--- config.mk ---
export PLATFORM = sky130hd
export DESIGN_NAME = wdcm_watchdog_clock_monitor
export DESIGN_NICKNAME = d
export VERILOG_FILES = /design/src/inc/wdcm_pkg.sv /design/src/verilog/wdcm_watchdog_clock_monitor.sv
export SDC_FILE = /design/constraint.sdc
export NUM_CORES = 1
export LEC_CHECK = 0
export ABC_AREA = 1
export BUFFER_PORTS_ARGS = -buffer_cell sky130_fd_sc_hd__buf_2
export CORE_UTILIZATION = 53
export CTS_CLUSTER_DIAMETER = 150
export DETAILED_ROUTE_END_ITERATION = 10
export PLACE_DENSITY = 0.74
export SETUP_SLACK_MARGIN = 0.05
export SYNTH_ARGS = -nofsm -noshare
export SYNTH_HDL_FRONTEND = slang
export SYNTH_SLANG_ARGS = --single-unit
--- constraint.sdc ---
create_clock -name clock -period 1.9 [get_ports clock]
set_input_delay 0.095 -clock clock [delete_from_list [all_inputs] [get_ports clock]]
set_output_delay 0.095 -clock clock [all_outputs]
set_load 0.02 [all_outputs]
--- src/inc/wdcm_pkg.sv ---
/*
 Shared constants, field layouts and carrier types for the windowed
 watchdog with clock monitor. Assumes a 100 MHz reference clock and an
 8-bit register port in the same clock domain.
*/
package wdcm_pkg;
   // ------------------------------------------------------------
   // Register map and field layout
   // ------------------------------------------------------------
   localparam logic [7:0] SVC_ADDR = 8'h00;
   localparam int WIN_MSB = 7;
   localparam int WIN_LSB = 6;
   localparam int KEY_MSB = 5;
   localparam int KEY_LSB = 1;
   localparam int CM_BIT = 0;
   localparam logic [4:0] SVC_KEY = 5'h0c;
   localparam logic [4:0] KEY_READ = 5'h00;
   localparam logic [1:0] WIN_RESET = 2'h3;
   localparam logic CM_RESET = 1'b1;
   localparam int OPT_WD_DIS_BIT = 2;
   localparam logic [7:0] RD_IDLE = 8'h00;

   // ------------------------------------------------------------
   // Timing, in instruction cycles unless named otherwise
   // ------------------------------------------------------------
   localparam logic [16:0] LOWER_TC = 17'h0_0100;
   localparam logic [16:0] UPPER_BASE_TC = 17'h0_2000;
   localparam logic [4:0] HOLD_TC = 5'h18;
   localparam logic [3:0] CKI_PER_TC = 4'ha;
   localparam logic [1:0] SETTLE_CYC = 2'h3;
   localparam int CLK_MHZ = 100;
   localparam int CM_LIMIT_US = 1000;
   localparam int CM_LIMIT_CYC = CM_LIMIT_US * CLK_MHZ;

   // ------------------------------------------------------------
   // Carrier types
   // ------------------------------------------------------------
   typedef struct packed {
      logic [7:0] addr;
      logic [7:0] wdata;
      logic wr;
      logic rd;
   } wdcm_bus_t;

   typedef struct packed {
      logic out;
      logic oe_b;
      logic pullup_en;
   } wdcm_pad_t;

   typedef enum logic [4:0] {
      WD_START = 5'b0_0001,
      WD_RUN = 5'b0_0010,
      WD_SENSE = 5'b0_0100,
      WD_HOLD = 5'b0_1000,
      WD_REL = 5'b1_0000
   } wdcm_state_t;
endpackage

--- src/verilog/wdcm_watchdog_clock_monitor.sv ---
/*
 Windowed watchdog and clock monitor sharing one active-low fault pin.
 Assumes: clock is a free running 100 MHz reference independent of the
 instruction clock; the oscillator input and the fault pin level come
 from outside and are synchronised here; the register port, option
 configuration and low-power mode flags come from logic on clock.
*/
// The strobed register port and the placing of the registers were decided locally.
// Functional notes
// - Key field bits 5..1 must equal 01100 for a valid service.
// - Service register: window select 7..6, key 5..1, monitor enable 0.
// - Window select 00..11 gives upper limits 8k, 16k, 32k, 64k cycles.
// - Lower limit 256 cycles; servicing sooner is an error.
// - Monitor enable bit one turns clock monitoring on, zero off.
// - Detection inhibited in reset; reset arms with window 11, monitor on.
// - First keyed write after reset fixes window and monitor choice.
// - Later writes compare bits 7..0 against stored window, key and monitor enable.
// - Full match restarts window; any field mismatch raises fault.
// - Upper limit expiring without service raises fault.
// - First configuring write also counts as a service.
// - Fault pin active low with weak pull-up when inactive.
// - Fault held low 16..32 cycles after pin sensed low, then released.
// - Service window restarts when fault pin returns high; code does so only after a watchdog fault, not a clock monitor fault.
// - Service writes during an active fault are ignored; code ignores them in a watchdog fault only, not a clock monitor fault.
// - Pin low at start runs the timeout sequence, then goes high.
// - Slow clock holds pin low; release 16..32 cycles after recovery.
// - Never flag above 10 kHz; always flag below 10 Hz.
// - Option bit 2 low enables watchdog and fault pin function.
// - Clock never reaching minimum rate after reset gives steady error.
// - Key field reads back as zeros.
// - Watchdog frozen in halt and idle; monitor keeps running.
// - Leaving idle performs an automatic service.
`timescale 1ns/100ps
module wdcm_watchdog_clock_monitor #(
   parameter int CM_LIMIT = wdcm_pkg::CM_LIMIT_CYC
) (
   input wire logic clock,
   input wire logic rst_b,
   input wire wdcm_pkg::wdcm_bus_t bus,
   output logic [7:0] rdata,
   input wire logic clock_input_pin,
   input wire logic [7:0] option_config_reg,
   input wire logic halt_mode,
   input wire logic idle_mode,
   input wire logic fault_in,
   output wdcm_pkg::wdcm_pad_t fault_out_pin,
   output logic port_g_pin_one_sel,
   output logic clk_fail
);
   import wdcm_pkg::*;

   // ------------------------------------------------------------
   // Helper functions
   // ------------------------------------------------------------
   function automatic logic key_match(input logic [7:0] d);
      key_match = (d[KEY_MSB:KEY_LSB] == SVC_KEY);
   endfunction

   function automatic logic [16:0] upper_limit(input logic [1:0] w);
      upper_limit = UPPER_BASE_TC << w;
   endfunction

   // ------------------------------------------------------------
   // Declarations
   // ------------------------------------------------------------
   logic cki_s1;
   logic cki_s2;
   logic cki_s3;
   logic fin_s1;
   logic fin_s2;
   logic [3:0] cki_div;
   logic tc_tick;
   logic [19:0] cm_cnt;
   logic cm_slow;
   logic [4:0] cm_hold;
   logic [1:0] win_sel;
   logic cm_en;
   logic configured;
   wdcm_state_t state;
   wdcm_state_t next_state;
   logic [16:0] wd_cnt;
   logic [4:0] hold_cnt;
   logic [1:0] settle;
   logic idle_q;
   logic wd_en;
   logic svc_wr;
   logic svc_good;
   logic svc_bad;
   logic hw_service;
   logic lower_ok;
   logic upper_hit;
   logic cm_drive;
   logic next_drive;

   assign wd_en = ~option_config_reg[OPT_WD_DIS_BIT];

   // ------------------------------------------------------------
   // Synchronisers for the two outside inputs
   // ------------------------------------------------------------
   // Pin levels are asynchronous to the reference clock
   always_ff @(posedge clock) begin
      if (!rst_b) begin
         cki_s1 <= 1'b0;
         cki_s2 <= 1'b0;
         cki_s3 <= 1'b0;
         fin_s1 <= 1'b1;
         fin_s2 <= 1'b1;
      end else begin
         cki_s1 <= clock_input_pin;
         cki_s2 <= cki_s1;
         cki_s3 <= cki_s2;
         fin_s1 <= fault_in;
         fin_s2 <= fin_s1;
      end
   end

   // ------------------------------------------------------------
   // Instruction cycle enable from the oscillator input
   // ------------------------------------------------------------
   // One tick per ten rising oscillator edges; a stopped oscillator gives none
   always_ff @(posedge clock) begin
      if (!rst_b) begin
         cki_div <= '0;
         tc_tick <= 1'b0;
      end else begin
         tc_tick <= 1'b0;
         if (cki_s2 && !cki_s3) begin
            if (cki_div == CKI_PER_TC - 4'h1) begin
               cki_div <= '0;
               tc_tick <= 1'b1;
            end else begin
               cki_div <= cki_div + 4'h1;
            end
         end
      end
   end

   // ------------------------------------------------------------
   // Clock monitor
   // ------------------------------------------------------------
   // Reference cycles since the last instruction cycle; the limit sits
   // at a 1 ms period, well inside the 100 us .. 100 ms band
   always_ff @(posedge clock) begin
      if (!rst_b) begin
         cm_cnt <= '0;
         cm_slow <= 1'b0;
      end else if (tc_tick) begin
         cm_cnt <= '0;
         cm_slow <= 1'b0;
      end else if (cm_cnt >= 20'(CM_LIMIT - 1)) begin
         cm_slow <= 1'b1;
      end else begin
         cm_cnt <= cm_cnt + 20'h1;
      end
   end

   // Release delay counted in instruction cycles after recovery
   always_ff @(posedge clock) begin
      if (!rst_b) begin
         cm_hold <= '0;
      end else if (cm_slow) begin
         cm_hold <= HOLD_TC;
      end else if (tc_tick && cm_hold != 5'h0) begin
         cm_hold <= cm_hold - 5'h1;
      end
   end

   // Monitor still runs in halt and idle; only wd_en and cm_en gate it
   assign cm_drive = wd_en && cm_en && (cm_slow || cm_hold != 5'h0);

   // ------------------------------------------------------------
   // Service decode
   // ------------------------------------------------------------
   assign svc_wr = bus.wr && bus.addr == SVC_ADDR && wd_en;
   assign lower_ok = wd_cnt >= LOWER_TC;
   assign upper_hit = wd_cnt >= upper_limit(win_sel);

   // Initial service needs only the key, and may come inside 256 cycles
   always_comb begin
      svc_good = 1'b0;
      svc_bad = 1'b0;
      if (svc_wr && state == WD_RUN) begin
         if (!configured) begin
            svc_good = key_match(bus.wdata);
         end else begin
            svc_good = key_match(bus.wdata)
               && bus.wdata[WIN_MSB:WIN_LSB] == win_sel
               && bus.wdata[CM_BIT] == cm_en && lower_ok;
         end
         svc_bad = !svc_good;
      end
   end

   // Automatic service on the falling edge of idle
   always_ff @(posedge clock) begin
      if (!rst_b) begin
         idle_q <= 1'b0;
      end else begin
         idle_q <= idle_mode;
      end
   end
   assign hw_service = idle_q && !idle_mode;

   // ------------------------------------------------------------
   // Configuration latched once after reset
   // ------------------------------------------------------------
   always_ff @(posedge clock) begin
      if (!rst_b) begin
         win_sel <= WIN_RESET;
         cm_en <= CM_RESET;
         configured <= 1'b0;
      end else if (svc_good && !configured) begin
         win_sel <= bus.wdata[WIN_MSB:WIN_LSB];
         cm_en <= bus.wdata[CM_BIT];
         configured <= 1'b1;
      end
   end

   // ------------------------------------------------------------
   // Watchdog sequencer
   // ------------------------------------------------------------
   // Start waits for the pin synchroniser to fill before judging it
   always_comb begin
      next_state = state;
      unique case (state)
         WD_START: begin
            if (settle == SETTLE_CYC) begin
               next_state = fin_s2 ? WD_RUN : WD_SENSE;
            end
         end
         WD_RUN: begin
            if (wd_en && (svc_bad || (upper_hit && !halt_mode
               && !idle_mode))) begin
               next_state = WD_SENSE;
            end
         end
         WD_SENSE: begin
            if (!fin_s2) begin
               next_state = WD_HOLD;
            end
         end
         WD_HOLD: begin
            if (hold_cnt == HOLD_TC) begin
               next_state = WD_REL;
            end
         end
         WD_REL: begin
            if (fin_s2) begin
               next_state = WD_RUN;
            end
         end
      endcase
   end

   always_ff @(posedge clock) begin
      if (!rst_b) begin
         state <= WD_START;
      end else begin
         state <= next_state;
      end
   end

   // Settle counter used only on the way out of reset
   always_ff @(posedge clock) begin
      if (!rst_b) begin
         settle <= '0;
      end else if (state == WD_START && settle != SETTLE_CYC) begin
         settle <= settle + 2'h1;
      end
   end

   // Hold timer counts instruction cycles once the pin reads low
   always_ff @(posedge clock) begin
      if (!rst_b) begin
         hold_cnt <= '0;
      end else if (state != WD_HOLD) begin
         hold_cnt <= '0;
      end else if (tc_tick) begin
         hold_cnt <= hold_cnt + 5'h1;
      end
   end

   // Window counter; frozen in low-power modes, saturates at the top
   always_ff @(posedge clock) begin
      if (!rst_b) begin
         wd_cnt <= '0;
      end else if (state != WD_RUN || svc_good || hw_service) begin
         wd_cnt <= '0;
      end else if (tc_tick && !halt_mode && !idle_mode
         && !upper_hit) begin
         wd_cnt <= wd_cnt + 17'h1;
      end
   end

   // ------------------------------------------------------------
   // Fault pin drive
   // ------------------------------------------------------------
   // Pull-up is on only while the pin is not driven low
   assign next_drive = cm_drive
      || (wd_en && (state == WD_SENSE || state == WD_HOLD));

   always_ff @(posedge clock) begin
      if (!rst_b) begin
         fault_out_pin.out <= 1'b0;
         fault_out_pin.oe_b <= 1'b1;
         fault_out_pin.pullup_en <= 1'b0;
         port_g_pin_one_sel <= 1'b0;
         clk_fail <= 1'b0;
      end else begin
         fault_out_pin.out <= 1'b0;
         fault_out_pin.oe_b <= !next_drive;
         fault_out_pin.pullup_en <= wd_en && !next_drive;
         port_g_pin_one_sel <= wd_en;
         clk_fail <= cm_drive;
      end
   end

   // ------------------------------------------------------------
   // Register read port
   // ------------------------------------------------------------
   // Hiding the key keeps a runaway loop from copying it back
   always_ff @(posedge clock) begin
      if (!rst_b) begin
         rdata <= RD_IDLE;
      end else if (bus.rd && bus.addr == SVC_ADDR) begin
         rdata <= {win_sel, KEY_READ, cm_en};
      end else begin
         rdata <= RD_IDLE;
      end
   end

endmodule // wdcm_watchdog_clock_monitor
==> results of run 1 <==
-- through the flow --
step	setup TNS, ns	power [W]	std cells	worst slack, ns
2_1_floorplan	0	0.00216	593	0.129
3_3_place_gp	-0.106	0.00226	725	-0.0448
3_5_place_dp	-0.898	0.00228	725	-0.113
4_1_cts	-0.109	0.00357	749	-0.0363
5_1_grt	-2.94	0.00376	756	-0.243
6_report	-0.462	0.00359	756	-0.0859
-- power breakdown --
part	internal (W)	switching [W]	total (W)
registers	0.00168	0.0000497	0.00173
logic	0.000226	0.000362	0.000588
clock network	0.000625	0.000651	0.00128
-- registers in the layout, indices dropped and copies added (netlist names), 2 cells and up --
signal / flops
rdata: 3
cm_hold: 5
state: 5
wd_cnt: 17
settle: 2
cki_div: 4
fault_out_pin: 2
win_sel: 2
cm_cnt: 20
hold_cnt: 5
-- worst paths after layout --
path / startpoint / to / cells past startpoint
worst max-delay path: win_sel[0] / wd_cnt[10] / 14
worst min-delay path: bus[0] / rdata[0] / 3
worst max register to register: win_sel[0] / wd_cnt[10] / 14
worst min register to register: cki_s1 / cki_s2 / 2
-- per-layer routing --
| metal | track usage [%] | part of all wire, % |
|---|---|---|
| met1 | 28.3 | 43 |
| met2 | 41.7 | 51 |
| met3 | 4.97 | 4.6 |
| met4 | 7.66 | 2.0 |
| met5 | 0 | 0 |
-- critical path, cell delays in order, from the launching register on --
cell	delay, ns
dfxtp_4	0.37
inv_4	0.09
nand2_4	0.05
ha_4	0.24
nand2_4	0.08
nor2_4	0.05
nand2_2	0.06
inv_2	0.05
nor2_4	0.12
nand3_4	0.11
nor2_4	0.22
buf_4	0.16
nand3_2	0.06
o21ai_1	0.16
a21oi_1	0.06
-- what timing repair did --
item | in CTS | in global routing
setup buffers | 0 | 7
hold buffers | 7 | 0
gates cloned | 1 | 0
hold endpoints to repair | 9 | 0
gates resized for setup | 33 | 31
pin swaps | 14 | 14
endpoints found under the setup margin | 20 | 26
-- placed cells by master (no fill, tap or decap), types with 8 or more instances in the layout --
master / count
inv_2: 9
nand4_1: 34
o21ai_1: 9
buf_2: 31
buf_4: 23
nor3_1: 19
xor2_1: 22
clkbuf_8: 9
nand3_2: 8
nand3_1: 24
a21oi_1: 39
o21ai_0: 9
nand2_2: 18
inv_1: 76
dfxtp_1: 75
nand2_1: 103
a21oi_2: 8
nor2_1: 63
-- logic make-up (layout without fill, tap and decap cells) --
kind of cell / count (synthesis) / after routing / share of synthesized area [%]
AND/OR/NAND/NOR: 296 / 297 / 33.8
buffers and inverters: 105 / 168 / 10.5
flip-flops: 77 / 77 / 37.2
AO/OA/AOI/OAI: 73 / 73 / 9.64
XOR/XNOR: 24 / 24 / 5.08
adder cells (fa/ha/maj): 12 / 12 / 3.63
other: 1 / 6 / 0.0905
-- layout make-up --
| type | instances | area [sq um] | share of cell area [%] |
|---|---|---|---|
| clock buffer | 9 | 124 | 2.46 |
| clock inverter | 7 | 80.1 | 1.59 |
| inverter | 89 | 342 | 6.79 |
| multi-input combinational | 412 | 2390 | 47.6 |
| sequential | 77 | 1550 | 30.8 |
| tap | 99 | 124 | 2.46 |
| timing repair buffer | 63 | 420 | 8.36 |
==> summary.txt, run 1 <==
#FFs+latches synth: 77
Root buf cell: clkbuf_8
N_diodes: 0
Synth cell count leaders: nand2_1 (121), inv_1 (79), dfxtp_1 (77)
Synth top area cells: dfxtp_1 (37%), nand2_1 (11%), inv_1 (7.2%)
EDFF count, synth: 0
Synth warn: 0
CP startpoint kind: register
Syn avg cell area: 7.04 sq um
Die H: 90.4 um
Total grt overflow: 0
Final #Nets: 696
Pwr Density: 714 nW/um^2
IO Count: 45
Fin crit share: 105%
Distinct cells, synth: 39
Clock Sinks: 77
Crit end category: register
Worst-Skew Late Latency: 0.34 ns
CP max FO: 6
Mapped cell area: 4140 sq um
Routed wire length: 9.79 mm
Vias in the first global route: 3760
Fmax achieved: 0.504 GHz
CTS clk-pin slew, worst paths: 0.09 ns
Critical path class: reg -> reg
Starting Density: 55.9%
Synth Flop Type: dfxtp_1
Slew headroom: 61.1%
Setup slack after layout: -0.0859 ns
Hold Vio Cnt, Final: 0
Area post-placement: 4470 sq um
Largest net degree at the start of global routing: 21
Peak supply drop: 0.000602 V
Violated checks: setup timing
P_leak: 2.12 nW
DR vias/cell: 5.31
Worst Max-Slew Pin Slew: 0.578 ns
Fillcell total: 645
Final Max Tran Viols: 0
Area growth, synth to finish: 21.5%
Post-layout min period: 1.99 ns
Fin Hold WS: 0.0645 ns
Syn Inst Count: 588
Die X: 90.4 um
Gr usage total: 23.5%
CTS tree: built
Buffers on Ports: 31
Status: finished, violations left
Cell taking the most area after synthesis: dfxtp_1
R2R setup slack: -0.09 ns
Vias post-DR: 4014
Sequential fraction of the synthesis area: 37.2%
Final core occ: 67.9%
Count leader, synth: nand2_1
Hpwl dp: 6.42 mm
DRC Markers: 0
First-pass GRT wire length: 15.9 mm
H-Tree Depth: 3
Synth top area share: 37.2%
Row cnt: 31
GPL Wtd Cong: 0.936
RSZ-0062 raised after global routing: yes
Total CTS buffers: 9
Final instance area: 5030 sq um
Worst Skew: 0.0134 ns
WP data required: 2.14 ns
Die area: 8170 sq um
Initial drt markers: 164
Post-DRT Antenna Nets: 0
Asr flop ratio synth: 0%
Hold Crit Class: in -> reg
Routed wire per std cell: 12.9 um
Max-cap violations: 0
Share of post-route cells with drive strength above 1: 23.1%
Critical path arrival: 2.23 ns
First-pass DRT Iterations: 4
Maximum buffer depth of the clock tree: 2
Area of the core: 7410 sq um
Initial antenna violation count: 0
Endpoints failing setup: 13
No activity file was read; power rests on OpenSTA's default activity.
==> run 2: changes to the inputs <==
--- a/config.mk
+++ b/config.mk
@@ -5,12 +5,11 @@
 export SDC_FILE = /design/constraint.sdc
 export NUM_CORES = 1
 export LEC_CHECK = 0
-export ABC_AREA = 1
 export BUFFER_PORTS_ARGS = -buffer_cell sky130_fd_sc_hd__buf_2
-export CORE_UTILIZATION = 53
+export CORE_UTILIZATION = 52
 export CTS_CLUSTER_DIAMETER = 150
 export DETAILED_ROUTE_END_ITERATION = 10
-export PLACE_DENSITY = 0.74
+export PLACE_DENSITY = 0.73
 export SETUP_SLACK_MARGIN = 0.05
 export SYNTH_ARGS = -nofsm -noshare
 export SYNTH_HDL_FRONTEND = slang
==> run 2 against run 1 <==
Against the previous run: count of clock-buffer cells in the layout increased by 1; core utilization increased by 1.6 points; first-iteration DRC count decreased by 25%; the run still ends with setup timing left; total power increased by 2.5%; maximum frequency decreased by 2.2%; final area decreased by 5.6%; largest power group unchanged; setup slack got worse by 0.044 ns; critical path type unchanged; synthesized cell count decreased by 27%.
==> summary.txt, run 2 <==
WP data required: 2.12 ns
First-pass DRT Iterations: 4
DRC Markers: 0
H-Tree Depth: 3
IO Count: 45
EDFF count, synth: 0
Critical path arrival: 2.25 ns
Syn Inst Count: 427
Synth top area share: 41.6%
Sequential fraction of the synthesis area: 41.6%
Fmax achieved: 0.493 GHz
#FFs+latches synth: 77
Initial drt markers: 123
Fin crit share: 107%
Synth top area cells: dfxtp_1 (42%), xnor2_1 (9.2%), nor2_1 (5.8%)
Hold Vio Cnt, Final: 0
Mapped cell area: 3700 sq um
Synth warn: 0
Die area: 7460 sq um
Cell taking the most area after synthesis: dfxtp_1
Largest net degree at the start of global routing: 22
Setup slack after layout: -0.130 ns
CP startpoint kind: register
Initial antenna violation count: 0
Die H: 86.4 um
DR vias/cell: 5.32
Synth cell count leaders: dfxtp_1 (77), nor2_1 (57), xnor2_1 (39)
GPL Wtd Cong: 0.842
Post-DRT Antenna Nets: 0
Gr usage total: 22.2%
Share of post-route cells with drive strength above 1: 27.4%
Vias in the first global route: 2974
Distinct cells, synth: 55
CP max FO: 2
Count leader, synth: dfxtp_1
Root buf cell: clkbuf_8
Fin Hold WS: 0.0192 ns
Status: finished, violations left
Register with the most flip-flops: cm_cnt
Total CTS buffers: 9
Max-cap violations: 0
Crit end category: register
Worst path slowest cell: nor4_1
P_leak: 1.73 nW
Clock Sinks: 77
Worst Max-Slew Pin Slew: 0.700 ns
CTS clk-pin slew, worst paths: 0.08 ns
Final #Nets: 543
Most frequent cells in the layout: dfxtp_1 (72), nor2_1 (48), xnor2_1 (39)
Die X: 86.4 um
Endpoints failing setup: 22
Post-layout min period: 2.03 ns
RSZ-0062 raised after global routing: yes
Post-Place Worst Slack: -0.126 ns
Critical path class: reg -> reg
Pwr Density: 776 nW/um^2
Row cnt: 30
Fin cells: 599
Final Max Tran Viols: 0
Vias post-DR: 3189
Hold Crit Class: in -> reg
Area of the core: 6830 sq um
Slew headroom: 52.9%
Peak supply drop: 0.000580 V
Commonest non-fill, non-tap cell in the layout: dfxtp_1
Maximum buffer depth of the clock tree: 2
Syn avg cell area: 8.67 sq um
First-pass GRT wire length: 13.0 mm
N_diodes: 0
Worst Skew: 0.00750 ns
Routed wire per std cell: 14.0 um
Routed wire length: 8.37 mm
Worst-Skew Late Latency: 0.35 ns
Asr flop ratio synth: 0%
Buffers on Ports: 31
Total negative slack: -2.14 ns
Area growth, synth to finish: 28.3%
DP Cell Count: 571
Hpwl dp: 5.04 mm
Starting Density: 54.2%
Total grt overflow: 0
CTS tree: built
Max reg flops: 20
Largest regs: cm_cnt (20), wd_cnt (17)
CP cell instances: or4b_4 -> nor4_1 -> o211ai_1 -> nand2_1 -> a31oi_1
Max incr delay on CP: 0.61 ns
Violated checks: setup timing
Synth Flop Type: dfxtp_1
run 2: cell types whose count changed after synthesis, moves of 7 or more:
cell | before | now
nand2_1 | 121 | 28
inv_1 | 79 | 18
a21oi_1 | 47 | 8
xnor2_1 | 2 | 39
nand4_1 | 34 | 8
xor2_1 | 22 | 6
nand3_1 | 28 | 16
nor4_1 | 2 | 14
and2_1 | 0 | 10
inv_2 | 9 | 0
nand2b_1 | 0 | 9
nor3_1 | 19 | 27
nor2_1 | 64 | 57
run 2: cell type report:
type | instances | area (sq um)
Tap cell | 96 | 120
Multi-Input combinational cell | 316 | 2250
Inverter | 18 | 67.6
Clock inverter | 5 | 100
Timing Repair Buffer | 77 | 532
Sequential cell | 77 | 1550
Fill cell | 534 | 2080
Clock buffer | 10 | 128
run 2: metrics by stage:
step / util (%) / total power, W / area, sq um
4_1_cts: 67.1 / 0.00367 / 4590
5_1_grt: 69.5 / 0.00383 / 4750
2_1_floorplan: - / 0.00211 / 3740
3_3_place_gp: 60.5 / 0.00219 / 4140
6_report: 69.5 / 0.00368 / 4750
3_5_place_dp: 60.5 / 0.00221 / 4140
run 2: final timing paths:
check | startpoint | end | slack [ns] | depth (start not counted)
max reg2reg | state[2] | state[1] | -0.13 | 5
min reg2reg | fin_s1 | fin_s2 | 0.42 | 1
max | state[2] | state[1] | -0.13 | 5
min | idle_mode | idle_q | 0.02 | 2
run 2: power by group:
group	leakage (nW)	internal [W]	switching, W
clock network	0.116	0.000861	0.000576
registers	0.624	0.00167	0.0000324
logic	0.992	0.000239	0.000302
total	1.73	0.00277	0.000911
run 2: worst max-delay path, delay by kind of cell, from the launching register on:
family,cells,cell delay (ns)
and+or+nand+nor,3,1.29
DFF,1,0.32
AOI/OAI and AO/OA,2,0.28
run 2: metal layers:
metal	vias up	global-route usage (%)	part of all wire, %
li1	1604	-	-
met1	1507	25.4	44
met2	67	40.0	52
met3	11	5.81	3.3
met4	0	7.58	1.5
met5	-	0	0
run 2: cells by family after synthesis:
group                      count (synthesis)  share of synthesized area (%)
xor gates and xnor gates                  45                           10.6
other                                      1                          0.101
AOI/OAI and AO/OA                         37                           6.49
and+or+nand+nor                          209                           30.0
adders and majority gates                 12                           4.05
muxes                                      6                           1.62
buffers and inverters                     40                           5.44
DFF                                       77                           41.6
run 2: repair_timing:
| item | CTS | global route |
|---|---|---|
| hold buffers | 5 | 0 |
| cloned | 2 | 0 |
| gates resized for setup | 30 | 30 |
| pin swaps | 15 | 6 |
| buffers inserted | 4 | 3 |
| endpoints found under the hold margin | 5 | 0 |
| setup endpoints to repair | 24 | 29 |
